File: src/psd_defs.svh
//------------------------------------------------------------------------------
// Functional notes
// - Each serial clock rising edge shifts one data bit into a 24-bit register.
// - Words arrive most significant bit first; first bit lands in bit 23.
// - Load strobe rising edge copies the shift register into one holding latch; select 11 loads none.
// - The destination comes from bits 1 (high select) and 0 (low select).
// - Select 00 reference, 01 feedback, 10 function word with prescaler.
// - Reference input divides by a 14-bit ratio of 1 to 16383.
// - Main feedback counter is 13-bit, ratio 1 to 8191.
// - Swallow counter is 6-bit, value 0 to 63.
// - RF passes a fixed divide-by-4; total ratio is 4(B*P+A).
// - Software picks prescaler pair 8/9, 16/17, 32/33 or 64/65.
// - Lock goes high after five consecutive comparisons with error below 15 ns.
// - Lock stays high until a comparison shows error above 25 ns.
// - A three-bit function field selects the monitor output source, lock included.
// - Phase comparator compares reference divider output with feedback divider output.
// - Counter clear bit set holds reference and feedback dividers in reset.
// - Chip enable low disables the device once through the two-stage pin synchroniser, whatever the sleep bit.
// - In any power-down the serial input register still shifts and latches.
//------------------------------------------------------------------------------
`ifndef PSD_DEFS_SVH
`define PSD_DEFS_SVH

// Word layout
`define PSD_WORD_W       24
`define PSD_SEL_MSB      1
`define PSD_SEL_LSB      0
`define PSD_SEL_REF      2'h0
`define PSD_SEL_FB       2'h1
`define PSD_SEL_FUNC     2'h2
`define PSD_REF_MSB      15
`define PSD_REF_LSB      2
`define PSD_SWAL_MSB     7
`define PSD_SWAL_LSB     2
`define PSD_MAIN_MSB     20
`define PSD_MAIN_LSB     8
`define PSD_CLEAR_BIT    2
`define PSD_SLEEP_BIT    3
`define PSD_MON_MSB      6
`define PSD_MON_LSB      4
`define PSD_PRE_MSB      23
`define PSD_PRE_LSB      22

// Prescaler moduli
`define PSD_PRE_SEL_8    2'h0
`define PSD_PRE_SEL_16   2'h1
`define PSD_PRE_SEL_32   2'h2
`define PSD_MOD_8        7'h08
`define PSD_MOD_16       7'h10
`define PSD_MOD_32       7'h20
`define PSD_MOD_64       7'h40
`define PSD_FIX_DIV_LAST 2'h3

// Monitor source codes
`define PSD_MON_LOW      3'h0
`define PSD_MON_LOCK     3'h1
`define PSD_MON_FB       3'h2
`define PSD_MON_HIGH     3'h3
`define PSD_MON_REF      3'h4

// Pin synchroniser lanes
`define PSD_PINS         6
`define PSD_PIN_SCLK     0
`define PSD_PIN_SDATA    1
`define PSD_PIN_LOAD     2
`define PSD_PIN_REF      3
`define PSD_PIN_RF       4
`define PSD_PIN_CE       5

// Lock detect timing
`define PSD_CLK_NS       40
`define PSD_LOCK_ERR_NS  15
`define PSD_UNLOCK_ERR_NS 25
`define PSD_LOCK_ERR_CYC   ((`PSD_LOCK_ERR_NS + `PSD_CLK_NS - 1) / `PSD_CLK_NS)
`define PSD_UNLOCK_ERR_CYC ((`PSD_UNLOCK_ERR_NS / `PSD_CLK_NS) + 1)
`define PSD_LOCK_RUN     3'h5
`define PSD_ERR_MAX      8'hff

`endif

File: src/psd_pkg.sv
package psd_pkg;

    // Three-wire programming pins
    typedef struct packed {
        logic sclk;
        logic sdata;
        logic load_strobe;
    } psd_serial_s;

    // Phase comparator states
    typedef enum logic [1:0] {
        PSD_PC_IDLE     = 2'h0,
        PSD_PC_REF_LEAD = 2'h1,
        PSD_PC_FB_LEAD  = 2'h3
    } psd_pc_e;

    // Reference divider state
    typedef struct packed {
        logic [13:0] cnt;
        logic        pulse;
    } psd_rdiv_s;

    // Top-level state
    typedef struct packed {
        logic [5:0]  sync1;
        logic [5:0]  sync2;
        logic [5:0]  prev;
        logic [23:0] shift;
        logic [23:0] reference_divider_word;
        logic [23:0] feedback_divider_word;
        logic [23:0] function_control_word;
        logic [1:0]  div4;
        logic [6:0]  pres_cnt;
        logic [5:0]  swal_left;
        logic [12:0] main_left;
        logic        fb_pulse;
        psd_pc_e     pc;
        logic [7:0]  err_cnt;
        logic [2:0]  good_run;
        logic        locked;
        logic        pump_up;
        logic        pump_down;
        logic        monitor_output;
    } psd_top_s;

endpackage

File: src/psd_ref_div.sv
`timescale 1ns/1ps
`include "psd_defs.svh"

module psd_ref_div
(
    // Clock and reset
    input  wire logic        clock,
    input  wire logic        rst_b,
    // Control
    input  wire logic        tick,
    input  wire logic        run,
    input  wire logic [13:0] ratio,
    // Divided output
    output logic             pulse
);
    import psd_pkg::*;

    psd_rdiv_s st;
    psd_rdiv_s next_st;

    // Down counter; ratio 0 behaves as 1 so the comparator never starves
    always_comb
    begin
        next_st       = st;
        next_st.pulse = 1'b0;
        if (!run)
        begin
            next_st.cnt = ratio;
        end
        else if (tick)
        begin
            if (st.cnt <= 14'h1)
            begin
                next_st.cnt   = ratio;
                next_st.pulse = 1'b1;
            end
            else
            begin
                next_st.cnt = st.cnt - 14'h1;
            end
        end
    end

    // State register
    always_ff @(posedge clock)
    begin
        if (!rst_b)
        begin
            st <= '0;
        end
        else
        begin
            st <= next_st;
        end
    end

    assign pulse = st.pulse;

endmodule

File: src/psd_top.sv
`timescale 1ns/1ps
`include "psd_defs.svh"

module psd_top
(
    // Clock and reset
    input  wire logic                clock,
    input  wire logic                rst_b,
    // Three-wire programming port
    input  wire psd_pkg::psd_serial_s serial_in,
    // Divider inputs and chip enable pins
    input  wire logic                ref_input_pin,
    input  wire logic                rf_input_pin,
    input  wire logic                chip_enable,
    // Outputs
    output logic                     monitor_output,
    output logic                     pump_up,
    output logic                     pump_down
);
    import psd_pkg::*;

    psd_top_s    st;
    psd_top_s    next_st;
    logic [5:0]  pins;
    logic [5:0]  rise;
    logic        active;
    logic        ref_pulse;
    logic [6:0]  modulus;
    logic [13:0] ref_ratio;

    //--------------------------------------------------------------------------
    // Pin gathering and edge detection
    //--------------------------------------------------------------------------

    // Lanes read only after the second synchroniser stage
    always_comb
    begin
        pins                 = '0;
        pins[`PSD_PIN_SCLK]  = serial_in.sclk;
        pins[`PSD_PIN_SDATA] = serial_in.sdata;
        pins[`PSD_PIN_LOAD]  = serial_in.load_strobe;
        pins[`PSD_PIN_REF]   = ref_input_pin;
        pins[`PSD_PIN_RF]    = rf_input_pin;
        pins[`PSD_PIN_CE]    = chip_enable;
    end

    assign rise      = st.sync2 & ~st.prev;
    // Chip enable low disables whatever the sleep bit; no edge needed, level acts after the two-stage synchroniser
    assign active    = st.sync2[`PSD_PIN_CE]
                     & ~st.function_control_word[`PSD_SLEEP_BIT]
                     & ~st.function_control_word[`PSD_CLEAR_BIT];
    assign ref_ratio = st.reference_divider_word[`PSD_REF_MSB:`PSD_REF_LSB];

    // Prescaler modulus
    always_comb
    begin
        case (st.function_control_word[`PSD_PRE_MSB:`PSD_PRE_LSB])
            `PSD_PRE_SEL_8:  modulus = `PSD_MOD_8;
            `PSD_PRE_SEL_16: modulus = `PSD_MOD_16;
            `PSD_PRE_SEL_32: modulus = `PSD_MOD_32;
            default:         modulus = `PSD_MOD_64;
        endcase
    end

    //--------------------------------------------------------------------------
    // Reference divider
    //--------------------------------------------------------------------------

    psd_ref_div u_ref_div
    (
        .clock (clock),
        .rst_b (rst_b),
        .tick  (rise[`PSD_PIN_REF]),
        .run   (active),
        .ratio (ref_ratio),
        .pulse (ref_pulse)
    );

    //--------------------------------------------------------------------------
    // Next state
    //--------------------------------------------------------------------------

    always_comb
    begin
        logic       term;
        logic       judge;
        logic [7:0] err;
        term  = 1'b0;
        judge = 1'b0;
        err   = '0;

        next_st          = st;
        next_st.sync1    = pins;
        next_st.sync2    = st.sync1;
        next_st.prev     = st.sync2;
        next_st.fb_pulse = 1'b0;

        // Serial path ignores power-down entirely
        if (rise[`PSD_PIN_SCLK])
        begin
            next_st.shift = {st.shift[`PSD_WORD_W-2:0], st.sync2[`PSD_PIN_SDATA]};
        end
        if (rise[`PSD_PIN_LOAD])
        begin
            case (st.shift[`PSD_SEL_MSB:`PSD_SEL_LSB])
                `PSD_SEL_REF:  next_st.reference_divider_word = st.shift;
                `PSD_SEL_FB:   next_st.feedback_divider_word  = st.shift;
                `PSD_SEL_FUNC: next_st.function_control_word  = st.shift;
                default:       next_st.shift                  = st.shift;
            endcase
        end

        // Feedback divider: fixed /4, dual modulus, swallow and main counters
        if (!active)
        begin
            next_st.div4      = '0;
            next_st.pres_cnt  = '0;
            next_st.swal_left = st.feedback_divider_word[`PSD_SWAL_MSB:`PSD_SWAL_LSB];
            next_st.main_left = st.feedback_divider_word[`PSD_MAIN_MSB:`PSD_MAIN_LSB];
        end
        else if (rise[`PSD_PIN_RF])
        begin
            next_st.div4 = st.div4 + 2'h1;
            if (st.div4 == `PSD_FIX_DIV_LAST)
            begin
                // P+1 while swallowing, P afterwards
                term = (st.swal_left != 6'h0) ? (st.pres_cnt == modulus)
                                              : (st.pres_cnt == modulus - 7'h1);
                next_st.pres_cnt = term ? 7'h0 : st.pres_cnt + 7'h1;
                if (term)
                begin
                    if (st.main_left <= 13'h1)
                    begin
                        next_st.fb_pulse  = 1'b1;
                        next_st.swal_left = st.feedback_divider_word[`PSD_SWAL_MSB:`PSD_SWAL_LSB];
                        next_st.main_left = st.feedback_divider_word[`PSD_MAIN_MSB:`PSD_MAIN_LSB];
                    end
                    else
                    begin
                        next_st.main_left = st.main_left - 13'h1;
                        if (st.swal_left != 6'h0)
                        begin
                            next_st.swal_left = st.swal_left - 6'h1;
                        end
                    end
                end
            end
        end

        // Phase comparator: error measured in clock cycles between the edges
        case (st.pc)
            PSD_PC_IDLE:
            begin
                if (ref_pulse && st.fb_pulse)
                begin
                    judge = 1'b1;
                end
                else if (ref_pulse)
                begin
                    next_st.pc      = PSD_PC_REF_LEAD;
                    next_st.err_cnt = 8'h1;
                    next_st.pump_up = 1'b1;
                end
                else if (st.fb_pulse)
                begin
                    next_st.pc        = PSD_PC_FB_LEAD;
                    next_st.err_cnt   = 8'h1;
                    next_st.pump_down = 1'b1;
                end
            end
            PSD_PC_REF_LEAD, PSD_PC_FB_LEAD:
            begin
                if (st.err_cnt != `PSD_ERR_MAX)
                begin
                    next_st.err_cnt = st.err_cnt + 8'h1;
                end
                if (ref_pulse || st.fb_pulse)
                begin
                    // A second leading edge also ends the cycle, as a gross error
                    judge = 1'b1;
                    err   = st.err_cnt;
                    next_st.pc        = PSD_PC_IDLE;
                    next_st.pump_up   = 1'b0;
                    next_st.pump_down = 1'b0;
                end
            end
            default:
            begin
                next_st.pc = PSD_PC_IDLE;
            end
        endcase

        // Lock detect with hysteresis
        if (judge)
        begin
            if (err < 8'(`PSD_LOCK_ERR_CYC))
            begin
                if (st.good_run + 3'h1 >= `PSD_LOCK_RUN)
                begin
                    next_st.locked = 1'b1;
                end
                else
                begin
                    next_st.good_run = st.good_run + 3'h1;
                end
            end
            else
            begin
                next_st.good_run = '0;
                if (err >= 8'(`PSD_UNLOCK_ERR_CYC))
                begin
                    next_st.locked = 1'b0;
                end
            end
        end

        // Power-down resets comparator and lock detect, not the latches
        if (!active)
        begin
            next_st.pc        = PSD_PC_IDLE;
            next_st.err_cnt   = '0;
            next_st.good_run  = '0;
            next_st.locked    = 1'b0;
            next_st.pump_up   = 1'b0;
            next_st.pump_down = 1'b0;
        end

        // Monitor output source
        case (st.function_control_word[`PSD_MON_MSB:`PSD_MON_LSB])
            `PSD_MON_LOCK: next_st.monitor_output = next_st.locked;
            `PSD_MON_FB:   next_st.monitor_output = st.fb_pulse;
            `PSD_MON_HIGH: next_st.monitor_output = 1'b1;
            `PSD_MON_REF:  next_st.monitor_output = ref_pulse;
            default:       next_st.monitor_output = 1'b0;
        endcase
    end

    //--------------------------------------------------------------------------
    // State register
    //--------------------------------------------------------------------------

    always_ff @(posedge clock)
    begin
        if (!rst_b)
        begin
            st    <= '0;
            st.pc <= PSD_PC_IDLE;
        end
        else
        begin
            st <= next_st;
        end
    end

    // Outputs straight from flip-flops
    assign monitor_output = st.monitor_output;
    assign pump_up        = st.pump_up;
    assign pump_down      = st.pump_down;

endmodule

File: config.mk
export PLATFORM = sky130hd
export DESIGN_NAME = psd_top
export DESIGN_NICKNAME = d
export VERILOG_FILES = /design/src/psd_pkg.sv /design/src/psd_ref_div.sv /design/src/psd_top.sv
export VERILOG_INCLUDE_DIRS = /design/src
export SDC_FILE = /design/constraint.sdc
export NUM_CORES = 1
export LEC_CHECK = 0
export BUFFER_PORTS_ARGS = -buffer_cell sky130_fd_sc_hd__clkbuf_2
export CORE_MARGIN = 5
export CORE_UTILIZATION = 40
export CTS_BUF_LIST = sky130_fd_sc_hd__clkbuf_2
export CTS_CLUSTER_DIAMETER = 150
export DETAILED_ROUTE_END_ITERATION = 8
export PLACE_DENSITY = 0.66
export SETUP_SLACK_MARGIN = 0.4
export SYNTH_ARGS = -nofsm -noshare
export SYNTH_HDL_FRONTEND = slang
export SYNTH_SLANG_ARGS = --single-unit
File: constraint.sdc
create_clock -name clock -period 3.2 [get_ports clock]
set_clock_uncertainty 0.1 [all_clocks]
set_input_delay 0.16 -clock clock [delete_from_list [all_inputs] [get_ports clock]]
set_output_delay 0.16 -clock clock [all_outputs]
set_load 0.1 [all_outputs]
# Yosys cells after proc, flatten, opt, wreduce, memory -nomap -nowiden

Index checks and enable logic that the tools add are counted.

Add/subtract/negate cells: 8
Multiplexer cells: 44
Equality and inequality tests: 28
Bitwise logic cells: 6
Reductions and logical operators: 23
Order comparisons: 5

Operator list:

| cell                                                                   | number |
|---|---|
| 24-bit two-way mux                                                     | 5 |
| 96-bit two-way mux                                                     | 1 |
| 20-bit two-way mux                                                     | 3 |
| 19-bit two-way mux                                                     | 2 |
| 10-bit two-way mux                                                     | 3 |
| 14-bit two-way mux                                                     | 2 |
| 8-bit two-way mux                                                      | 3 |
| 2-bit != test, second input constant                                   | 11 |
| 7-bit case mux with 3 select lines                                     | 1 |
| 8-bit case mux with 2 select lines                                     | 1 |
| 15-bit two-way mux                                                     | 1 |
| 7-bit equality test                                                    | 2 |
| 14-bit by 1-bit <= comparator with 1-bit output, second input constant | 1 |
| 14-bit by 1-bit subtractor with 14-bit output, second input constant   | 1 |
| 13-bit by 1-bit <= comparator with 1-bit output, second input constant | 1 |
| 13-bit by 1-bit subtractor with 13-bit output, second input constant   | 1 |
| 2-bit AND reduction                                                    | 6 |
| 4-bit AND reduction                                                    | 3 |
| 1-bit two-way mux                                                      | 11 |
| 5-bit AND reduction                                                    | 2 |
| 3-bit AND reduction                                                    | 3 |
| 8-bit by 1-bit adder with 8-bit output, second input constant          | 1 |
| 2-bit equality test, second input constant                             | 4 |
| 8-bit by 1-bit >= comparator with 1-bit output, second input constant  | 1 |
| other kinds (34)                                                       | 44 |

Logic and storage cells: 135
Output and inout bits: 3
Bits in registers: 174

# Longest topological paths before layout

Gate-level depths: netlist of run 1.

Depth in word-level cells: 9
Mapped depth: 11
Mapped depth without buffers: 9

# Cells and area by module

Synthesis of run 1 repeated with hierarchy kept, for this count alone.

Cell total of the unflattened synthesis: 810
Area total of the unflattened synthesis: 6556.3 um^2

By module, submodules not included:

| module      | cells each | area each (um^2) | times used |
|---|---|---|---|
| psd_top     | 645        | 5390.2           | 1 |
| psd_ref_div | 165        | 1166.1           | 1 |

# Worst setup path before layout of run 1

No wires, ideal clock.

Path kind: reg2reg
Start point: register st[31] in the netlist's numbering
End point: register st[27] in the netlist's numbering
Stages on the path, launching flop included: 12
Clock period less this slack: 2324 ps
Path buffers: 2
Data arrival time: 2091 ps
Slack: 876 ps
Path through: dfxtp_1 inv_1 ha_1 nor2b_1 and2_1 o31ai_1 a22o_1 and3_1 buf_2 buf_4 mux2i_1 a21oi_1

Cells in the longest elaborated chain, start to end: 4

RTL lines:

| what                          | RTL line       | text |
|---|---|---|
| start, declared               | psd_top.sv:22  | `psd_top_s st;` |
| start signal, assigned        | psd_top.sv:251 | `st <= next_st;` |
| 6-bit nonzero test            | psd_top.sv:127 | `term = (st.swal_left != 6'h0) ? (st.pres_cnt == modulus)` |
| 1-bit two-way mux             | psd_top.sv:127 |  |
| 2-bit != test (no line)       | --             |  |
| 3-bit AND reduction (no line) | --             |  |

Every way passes these cells.
A chain may end at the register's enable or synchronous reset.

# Worst setup path after layout of run 1

Start point: register u_ref_div.st[3] in the netlist's numbering
End point: register u_ref_div.st[4] in the netlist's numbering

Cells in the longest elaborated chain, start to end: 4

RTL lines:

| what                                                                                                             | RTL line                             | text |
|---|---|---|
| start, declared                                                                                                  | psd_ref_div.sv:18                    | `psd_rdiv_s st;` |
| start signal, assigned                                                                                           | psd_ref_div.sv:53                    | `st <= next_st;` |
| 14-bit by 1-bit subtractor with 14-bit output or 14-bit by 1-bit <= comparator with 1-bit output (tied branches) | psd_ref_div.sv:39, psd_ref_div.sv:32 |  |
| 14-bit two-way mux *                                                                                             | psd_ref_div.sv:32                    | `if (st.cnt <= 14'h1)` |
| 15-bit two-way mux *                                                                                             | psd_ref_div.sv:30                    | `else if (tick)` |
| 14-bit two-way mux *                                                                                             | psd_ref_div.sv:26                    | `if (!run)` |

Mark *: on every way between the ends. The rest lies on a longest branch, timed or not. The select of a mux whose other input is x is not followed.

==> reports/metrics.sh, run 1 <==
VIA_COUNT=5309
ANTENNA_VIOLATIONS_BEFORE_REPAIR=1
GRT_PASS1_VIAS=4792
HOLD_PATH_CLASS='in -> reg'
RSZ0062_AT_GRT='no'
SYN_TO_FINAL_GROWTH_PCT=9.54
FINALHOLDWORSTSLACK_NS=0.0973
POST-CTS-SETUP-BUFFER-COUNT=0
CP.BUFFERS_INVERTERS=0
H-TREE-DEPTH=4
POST_SYNTH_INSTANCE_AREA_MM2=0.00639
PIN_COUNT_OF_THE_BIGGEST_NET_ENTERING_GLOBAL_ROUTING=71
POWER_PER_CELL_AREA_mW_PER_MM2=471
YS_WARN_COUNT=0
CLOCK-ROOT-BUFFER='sky130_fd_sc_hd__clkbuf_2'
PIN_COUNT=11
WORSTPATHARRIVAL_NS=3.10
CRITICAL_PATH.MAX_FANOUT=11
POST_DRT_WL_PER_CELL_UM=13.5
SYNTH-SEQ-AREA-SHARE_PCT=44.2
YS_SEQ_ELEMENTS=141
FP.DIEH_UM=136
FINAL_CELL_MIX='sky130_fd_sc_hd__nand2_1, sky130_fd_sc_hd__dfxtp_1, sky130_fd_sc_hd__a21oi_1'
POST_SYNTH_EDFFS=0
DETAILEDROUTE.FIRSTITERATIONVIOLATIONS=276
AVGSYNTHCELLAREA_UM2=8.04
CRITICAL_PATH_CLASS='reg -> reg'
CLOCK_LATENCY_NS=0.71
MET2_USAGE_PCT=23.8
DIE-WIDTH_UM=136
GROUTE.LAYER.MET1.USAGE_PCT=21.2
ASYNCSETRESETFLOPFRACSYNTH_PCT=0
SYNTH_CELL_TYPE_COUNT=60
FMAXACHIEVABLE_GHz=0.393
FINAL.SETUP.WORST_SLACK_NS=0.655
POSTSYNTHCELLCOUNT=794
TIMING.MAX_SLEW.REL_SLACK_PCT=34.9
CORE.ROWCOUNT=46
CLOCK_TREE_FROM_TRITONCTS='done'
CRITICAL-PATH-MAX-STAGE-DELAY_NS=0.56
VIASPERCELL=5.16
FINAL_CORE_UTILIZATION_PCT=44.4
DRC=0
POSTSYNTHNETCOUNT=813
GRT.OVERFLOW.TOTAL=0
CTS_BUFFERS=17
SYNTH_TOP_FLOP_CELL='sky130_fd_sc_hd__dfxtp_1'
GPL.FINAL_WEIGHTED_CONGESTION=0.823
GROUTE.USAGE.OVERALL_PCT=15.6
STARTPOINT_TYPE='register'
FIN_NETS=816
WORST_SETUP_PATH_END_KIND='register'
MAX_CAP_VIOL=0
STATUS='finished clean'
CRIT_PATH_CELL_TRACE='or4_4, nor3_4, nand3_1, nand2_1, nor2_1, a21oi_1, o221a_2'
DIE_AREA_MM2=0.0186
TOTAL_LEAKAGE_POWER_nW=2.41
WORST_PIN_SLEW_NS=0.972
TIMING.FINAL.CRIT_SHARE_PCT=79.5
DETAILEDPLACEMENTHPWL_UM=9430
NFILLCELLS=1623
CRITICAL_PATH.SLOWEST_CELL='sky130_fd_sc_hd__or4_4'
FLOORPLAN.CORE_AREA_MM2=0.0158
MOSTFREQUENTLAYOUTCELL='sky130_fd_sc_hd__nand2_1'
DP.CELLS=986
HOLD_VIOL=0
TIMING.CRITICAL_PATH.MAX_DELAY_FAMILY='simple AND/OR/NAND/NOR gates'
SETUP_VIOL=0
POSTROUTEANTENNANETS=0
REPORT.FINAL.SLEW_VIOL_COUNT=0
FINAL_PERIOD_MINUS_WORST_SETUP_SLACK_NS=2.54
GLOBALROUTE.BUSIESTLAYER='met2'
WL_UM=13900
LAYOUTNONFILLERINSTCOUNT=1029
TNS_NS=0
MULTIINPUTGATEAREA_MM2=0.00333
CTS-ROOT-TO-SINK-BUFFERS=2
VDD.IR_DROP.WORST_mV=0.458
CTS_NUM_SINKS=141
START_UTIL_PCT=40.5
CTS.REPORTEDPATHS.CLKPINSLEW_NS=0.22
LAYOUT.AREA.SEQ_MM2=0.00282
GRT_UTIL_MET3_PCT=4.29
NUMBER_OF_DETAILED_ROUTE_ITERATIONS_IN_THE_FIRST_PASS=4
GRT_PASS1_WL_UM=23500
DPL_WORST_SLACK_NS=0.577
CRITICAL_PATH_REQUIRED_NS=3.76
RATIO_OF_CELLS_WITH_DRIVE_ABOVE_1_IN_THE_FINAL_LAYOUT_PCT=10.2
PORTBUFFERS=10
[cell usage after synthesis (4+ instances only)]
master	instances	area [µm²]
sky130_fd_sc_hd__a21oi_1	98	490
sky130_fd_sc_hd__a31o_1	4	35.0
sky130_fd_sc_hd__a31oi_1	9	56.3
sky130_fd_sc_hd__and2_1	19	119
sky130_fd_sc_hd__and3_1	4	25.0
sky130_fd_sc_hd__buf_2	4	20.0
sky130_fd_sc_hd__clkbuf_1	38	143
sky130_fd_sc_hd__dfxtp_1	141	2820
sky130_fd_sc_hd__ha_1	11	138
sky130_fd_sc_hd__inv_1	11	41.3
sky130_fd_sc_hd__mux2i_1	19	190
sky130_fd_sc_hd__nand2_1	164	616
sky130_fd_sc_hd__nand2b_1	9	56.3
sky130_fd_sc_hd__nand3_1	22	110
sky130_fd_sc_hd__nand4_1	5	31.3
sky130_fd_sc_hd__nor2_1	64	240
sky130_fd_sc_hd__nor2b_1	5	31.3
sky130_fd_sc_hd__nor3_1	14	70.1
sky130_fd_sc_hd__nor4_1	8	50.1
sky130_fd_sc_hd__o21ai_0	38	190
sky130_fd_sc_hd__o21ai_1	4	20.0
sky130_fd_sc_hd__o21ai_2	7	61.3
sky130_fd_sc_hd__o221a_2	4	45.0
sky130_fd_sc_hd__o22ai_1	8	50.1
sky130_fd_sc_hd__or3_1	9	56.3
sky130_fd_sc_hd__xnor2_1	14	123
sky130_fd_sc_hd__xor2_1	11	96.3
[registers in the layout, summed over array words and instances, names as in the netlist]
register	cells
u_ref_div.pulse	1
monitor_output	1
ref_ratio	14
next_st	12
pump_up	1
u_ref_div.st	14
st	97
pump_down	1
[path summary, 6_finish.rpt]
kind,slack [ns],from,cells past startpoint,endpoint
setup / recovery,0.66,u_ref_div.st[3]$_SDFFE_PN0P_,7,u_ref_div.st[4]$_SDFFE_PN0P_
hold / removal,0.1,serial_in[0],3,next_st[150]$_SDFF_PN0_
setup reg to reg,0.66,u_ref_div.st[3]$_SDFFE_PN0P_,7,u_ref_div.st[4]$_SDFFE_PN0P_
hold reg to reg,0.35,next_st[151]$_SDFF_PN0_,1,next_st[145]$_SDFF_PN0_
[metrics by stage]
stage	area [µm²]	power (W)
finish	7000	0.00329
CTS	6970	0.00332
global placement	6590	0.00209
detailed placement	6590	0.00209
global route	7000	0.00343
floorplan	6390	0.00204
[cell type report]
cell class,instances,area share [%]
Multi-Input combinational cell,595,47.7
Sequential cell,141,40.3
Tap cell,216,3.86
Timing Repair Buffer,30,3.15
Clock inverter,15,3.02
Clock buffer,17,1.22
Inverter,12,0.644
Antenna cell,3,0.107
[power breakdown]
group | switching, W | internal, W
Clock | 0.000700 | 0.000529
Sequential | 0.0000178 | 0.00178
Combinational | 0.000172 | 0.0000957
[routing by layer]
layer	up-vias	wire, µm
met5	-	0
met4	0	218
met3	15	628
met2	89	6200
met1	2448	6870
li1	2757	-
[cells by family after synthesis]
| logic type | share of synthesized area (%) |
|---|---|
| compound gates | 18.5 |
| simple gates | 24.7 |
| mux | 3.15 |
| xor+xnor | 3.43 |
| flops | 44.2 |
| fa+ha+maj | 2.15 |
| buf+inv | 3.90 |
[repair_timing]
item                                    4_1_cts  5_1_grt
hold endpoints to repair                     16        0
gates resized for setup                       0        3
endpoints found under the setup margin        0        7
hold buffers                                  8        0
[worst min-delay path: stages]
cell and delay, ns:
sky130_fd_sc_hd__dlygate4sd3_1 0.52, sky130_fd_sc_hd__clkbuf_2 0.09, sky130_fd_sc_hd__and2_1 0.11
(Power assumes the default switching activity.)
==> inputs of run 2 (changes only) <==
==> constraint.sdc (replaced) <==
create_clock -name clock -period 2.6 [get_ports clock]
set_clock_uncertainty 0.1 [all_clocks]
set_input_delay 0.13 -clock clock [delete_from_list [all_inputs] [get_ports clock]]
set_output_delay 0.13 -clock clock [all_outputs]
set_load 0.1 [all_outputs]
==> run 2 against run 1 <==
Effect of this change: final cell count increased by 4.0%; sequential share of layout area decreased by 3.3 points; utilization increased by 4.2 points; flip-flop and latch count unchanged; critical path depth unchanged; largest cell class unchanged.
==> reports/metrics.sh, run 2 (synthesized netlist as in run 1, its figures left out) <==
DETAILEDPLACEMENTHPWL_UM=9810  # was 9430 µm
LAYOUTNONFILLERINSTCOUNT=1070  # was 1029
CTS-ROOT-TO-SINK-BUFFERS=2  # unchanged
VDD.IR_DROP.WORST_mV=0.428  # was 0.458 mV
GRT.OVERFLOW.TOTAL=0  # unchanged
CLOCK-ROOT-BUFFER='sky130_fd_sc_hd__clkbuf_2'  # unchanged
CTS_NUM_SINKS=141  # unchanged
POSTROUTEANTENNANETS=0  # unchanged
WORST_HOLD_PATH.NUM_CELLS=4  # was 3
TIMING.CRITICAL_PATH.MAX_DELAY_FAMILY='simple AND/OR/NAND/NOR gates'  # unchanged
NFILLCELLS=1534  # was 1623
WL_UM=15300  # was 13900 µm
MOSTFREQUENTLAYOUTCELL='sky130_fd_sc_hd__nand2_1'  # unchanged
CRITICAL_PATH.SLOWEST_CELL='sky130_fd_sc_hd__or4_4'  # unchanged
NUMBER_OF_LOGIC_STAGES_ON_THE_CRITICAL_PATH_INCLUDING_BUFFERING=7  # unchanged
CTS.REPORTEDPATHS.CLKPINSLEW_NS=0.22  # about the same
CRITICAL_PATH.MAX_FANOUT=3  # was 11
CRIT-REG2REG-CAPTURE='u_ref_div.st[12]$_SDFFE_PN0P_'  # was u_ref_div.st[4]$_SDFFE_PN0P_
PART_OF_THE_POWER_IN_COMBINATIONAL_LOGIC_PCT=11.6  # was 8.1%
VIASPERCELL=5.24  # was 5.16
INTPOWER_W=0.00295  # was 0.00240 W
GRT_PASS1_WL_UM=24800  # was 23500 µm
HOLD_VIOL=0  # unchanged
SYN_TO_FINAL_GROWTH_PCT=19.9  # was 9.54%
FP.DIEH_UM=136  # unchanged
SWITCHING_POWER_W=0.00111  # was 0.000889 W
VIA_COUNT=5612  # was 5309
REPORT.FINAL.SLEW_VIOL_COUNT=0  # unchanged
CRIT_PATH_CELL_TRACE='or4_4, nor3_4, nand2_2, or4_4, a21oi_2, o22ai_2, a21oi_1'  # was or4_4, nor3_4, nand3_1, nand2_1, nor2_1, a21oi_1, o221a_2
TIMING.CRITICAL_PATH.FROM='u_ref_div.st[3]$_SDFFE_PN0P_'  # unchanged
CRITICAL-PATH-MAX-STAGE-DELAY_NS=0.54  # was 0.56 ns
DRC=0  # unchanged
CORE.ROWCOUNT=46  # unchanged
CRITICAL_PATH_REQUIRED_NS=3.17  # was 3.76 ns
PIN_COUNT_OF_THE_BIGGEST_NET_ENTERING_GLOBAL_ROUTING=71  # unchanged
GROUTE.USAGE.OVERALL_PCT=16.7  # was 15.6%
FIN_NETS=859  # was 816
CLOCK_LATENCY_NS=0.73  # was 0.71 ns
FINAL_CELL_MIX='sky130_fd_sc_hd__nand2_1, sky130_fd_sc_hd__dfxtp_1, sky130_fd_sc_hd__a21oi_1'  # unchanged
TIMING.CRITICAL_PATH.TO='u_ref_div.st[12]$_SDFFE_PN0P_'  # was u_ref_div.st[4]$_SDFFE_PN0P_
TIMING.FINAL.CRIT_SHARE_PCT=85.7  # was 79.5%
DIE_AREA_MM2=0.0186  # unchanged
CLOCK_TREE_FROM_TRITONCTS='done'  # unchanged
ANTENNA_VIOLATIONS_BEFORE_REPAIR=1  # unchanged
LAYOUT.AREA.SEQ_MM2=0.00284  # was 0.00282 mm²
MULTIINPUTGATEAREA_MM2=0.00356  # was 0.00333 mm²
RSZ0062_AT_GRT='yes'  # was no
H-TREE-DEPTH=4  # unchanged
CP.BUFFERS_INVERTERS=0  # unchanged
POWER_PER_CELL_AREA_mW_PER_MM2=531  # was 471 mW/mm²
DP.CELLS=995  # was 986
SETUP_VIOL=0  # unchanged
RR_STARTPOINT='u_ref_div.st[3]$_SDFFE_PN0P_'  # unchanged
DETAILEDROUTE.FIRSTITERATIONVIOLATIONS=351  # was 276
GPL.FINAL_WEIGHTED_CONGESTION=0.857  # was 0.823
WORST_PIN_SLEW_NS=0.785  # was 0.972 ns
START_UTIL_PCT=40.5  # unchanged
POWER_FRAC_CLOCK_PCT=33.9  # was 37.3%
TOTAL_LEAKAGE_POWER_nW=2.70  # was 2.41 nW
HOLD_PATH_CLASS='in -> reg'  # unchanged
MAX_CAP_VIOL=0  # unchanged
SWITCHING_SHARE_PCT=27.3  # was 27.0%
CTS_BUFFERS=17  # unchanged
PORTBUFFERS=10  # unchanged
STARTPOINT_TYPE='register'  # unchanged
POST_DRT_WL_PER_CELL_UM=14.3  # was 13.5 µm
DIE-WIDTH_UM=136  # unchanged
SEQUENTIALPOWERSHARE_PCT=54.5  # was 54.6%
TIMING.MAX_SLEW.REL_SLACK_PCT=47.7  # was 34.9%
GRT_PASS1_VIAS=5012  # was 4792
LARGEST_REGISTER_FFS=97  # unchanged
FMAXACHIEVABLE_GHz=0.449  # was 0.393 GHz
STATUS='finished clean'  # unchanged
CRIT_TOP_CELL='sky130_fd_sc_hd__or4_4'
PIN_COUNT=11  # unchanged
FINAL_PERIOD_MINUS_WORST_SETUP_SLACK_NS=2.23  # was 2.54 ns
CRITICAL_PATH_CLASS='reg -> reg'  # unchanged
REGISTERS.TOP_BY_FF_COUNT='st'  # unchanged
TIMING.REG2REG.SETUP_SLACK_NS=0.37  # was 0.66 ns
RATIO_OF_CELLS_WITH_DRIVE_ABOVE_1_IN_THE_FINAL_LAYOUT_PCT=19.1  # was 10.2%
TNS_NS=0  # unchanged
WORST_SETUP_PATH_END_KIND='register'  # unchanged
NUMBER_OF_DETAILED_ROUTE_ITERATIONS_IN_THE_FIRST_PASS=5  # was 4
RR_WORST_DEPTH=7  # unchanged
WORSTPATHARRIVAL_NS=2.80  # was 3.10 ns
FLOORPLAN.CORE_AREA_MM2=0.0158  # unchanged
==> run 2: layout make-up <==
class,instances,share of cell area (%)
Clock buffer,19,1.24
Multi-Input combinational cell,595,46.5
Inverter,12,0.588
Clock inverter,13,2.12
Sequential cell,141,37.0
Antenna cell,1,0.0327
Timing Repair Buffer,73,8.92
Tap cell,216,3.53
==> run 2: routing by layer <==
metal,global-route usage [%],wire (µm)
met5,0,0
met1,23.4,7160
met3,4.55,932
met2,25.0,6950
met4,5.32,231
==> run 2: power by group through the flow <==
stage	Combinational, W	Sequential [W]	Clock [W]
after floorplan	0.000263	0.00225	0
after global placement	0.000331	0.00225	0
after detailed placement	0.000333	0.00226	0
after CTS	0.000393	0.00221	0.00142
after global routing	0.000512	0.00222	0.00152
final	0.000471	0.00221	0.00138
==> run 2: worst min-delay path by stage <==
stage,start,endpoint
floorplan,serial_in[2],next_st[148]$_SDFF_PN0_
global placement,chip_enable,next_st[153]$_SDFF_PN0_
detailed placement,chip_enable,next_st[153]$_SDFF_PN0_
CTS,rst_b,st[32]$_SDFFE_PN0P_
global route,rst_b,st[31]$_SDFFE_PN0P_
finish,rst_b,st[32]$_SDFFE_PN0P_
==> run 2: worst reg2reg max path: cells and delay by family, from the launching register on <==
kind / cells / cell delay (ns)
AOI/OAI and AO/OA: 3 / 0.40
DFF: 1 / 0.37
and+or+nand+nor: 4 / 1.31
==> run 2: timing repair <==
item                       in CTS  in global routing
setup endpoints to repair      32                 44
hold buffers                   18                  0
buffers inserted               10                 11
cloned                          1                  2
pin swaps                      10                 31
hold endpoints to repair       52                  0
gates resized for setup        28                 53
==> run 2: stage by stage <==
stage          hold slack, ns  worst slack (ns)  utilization [%]  total power [W]  instance area, µm²
2_1_floorplan           0.157             0.408                -          0.00251                6400
6_report                0.282             0.371             48.6          0.00406                7660
3_5_place_dp            0.242             0.246             42.4          0.00259                6680
4_1_cts                 0.223             0.363             46.4          0.00402                7310
5_1_grt                 0.244             0.287             48.6          0.00425                7660
3_3_place_gp            0.238             0.243             42.4          0.00259                6680
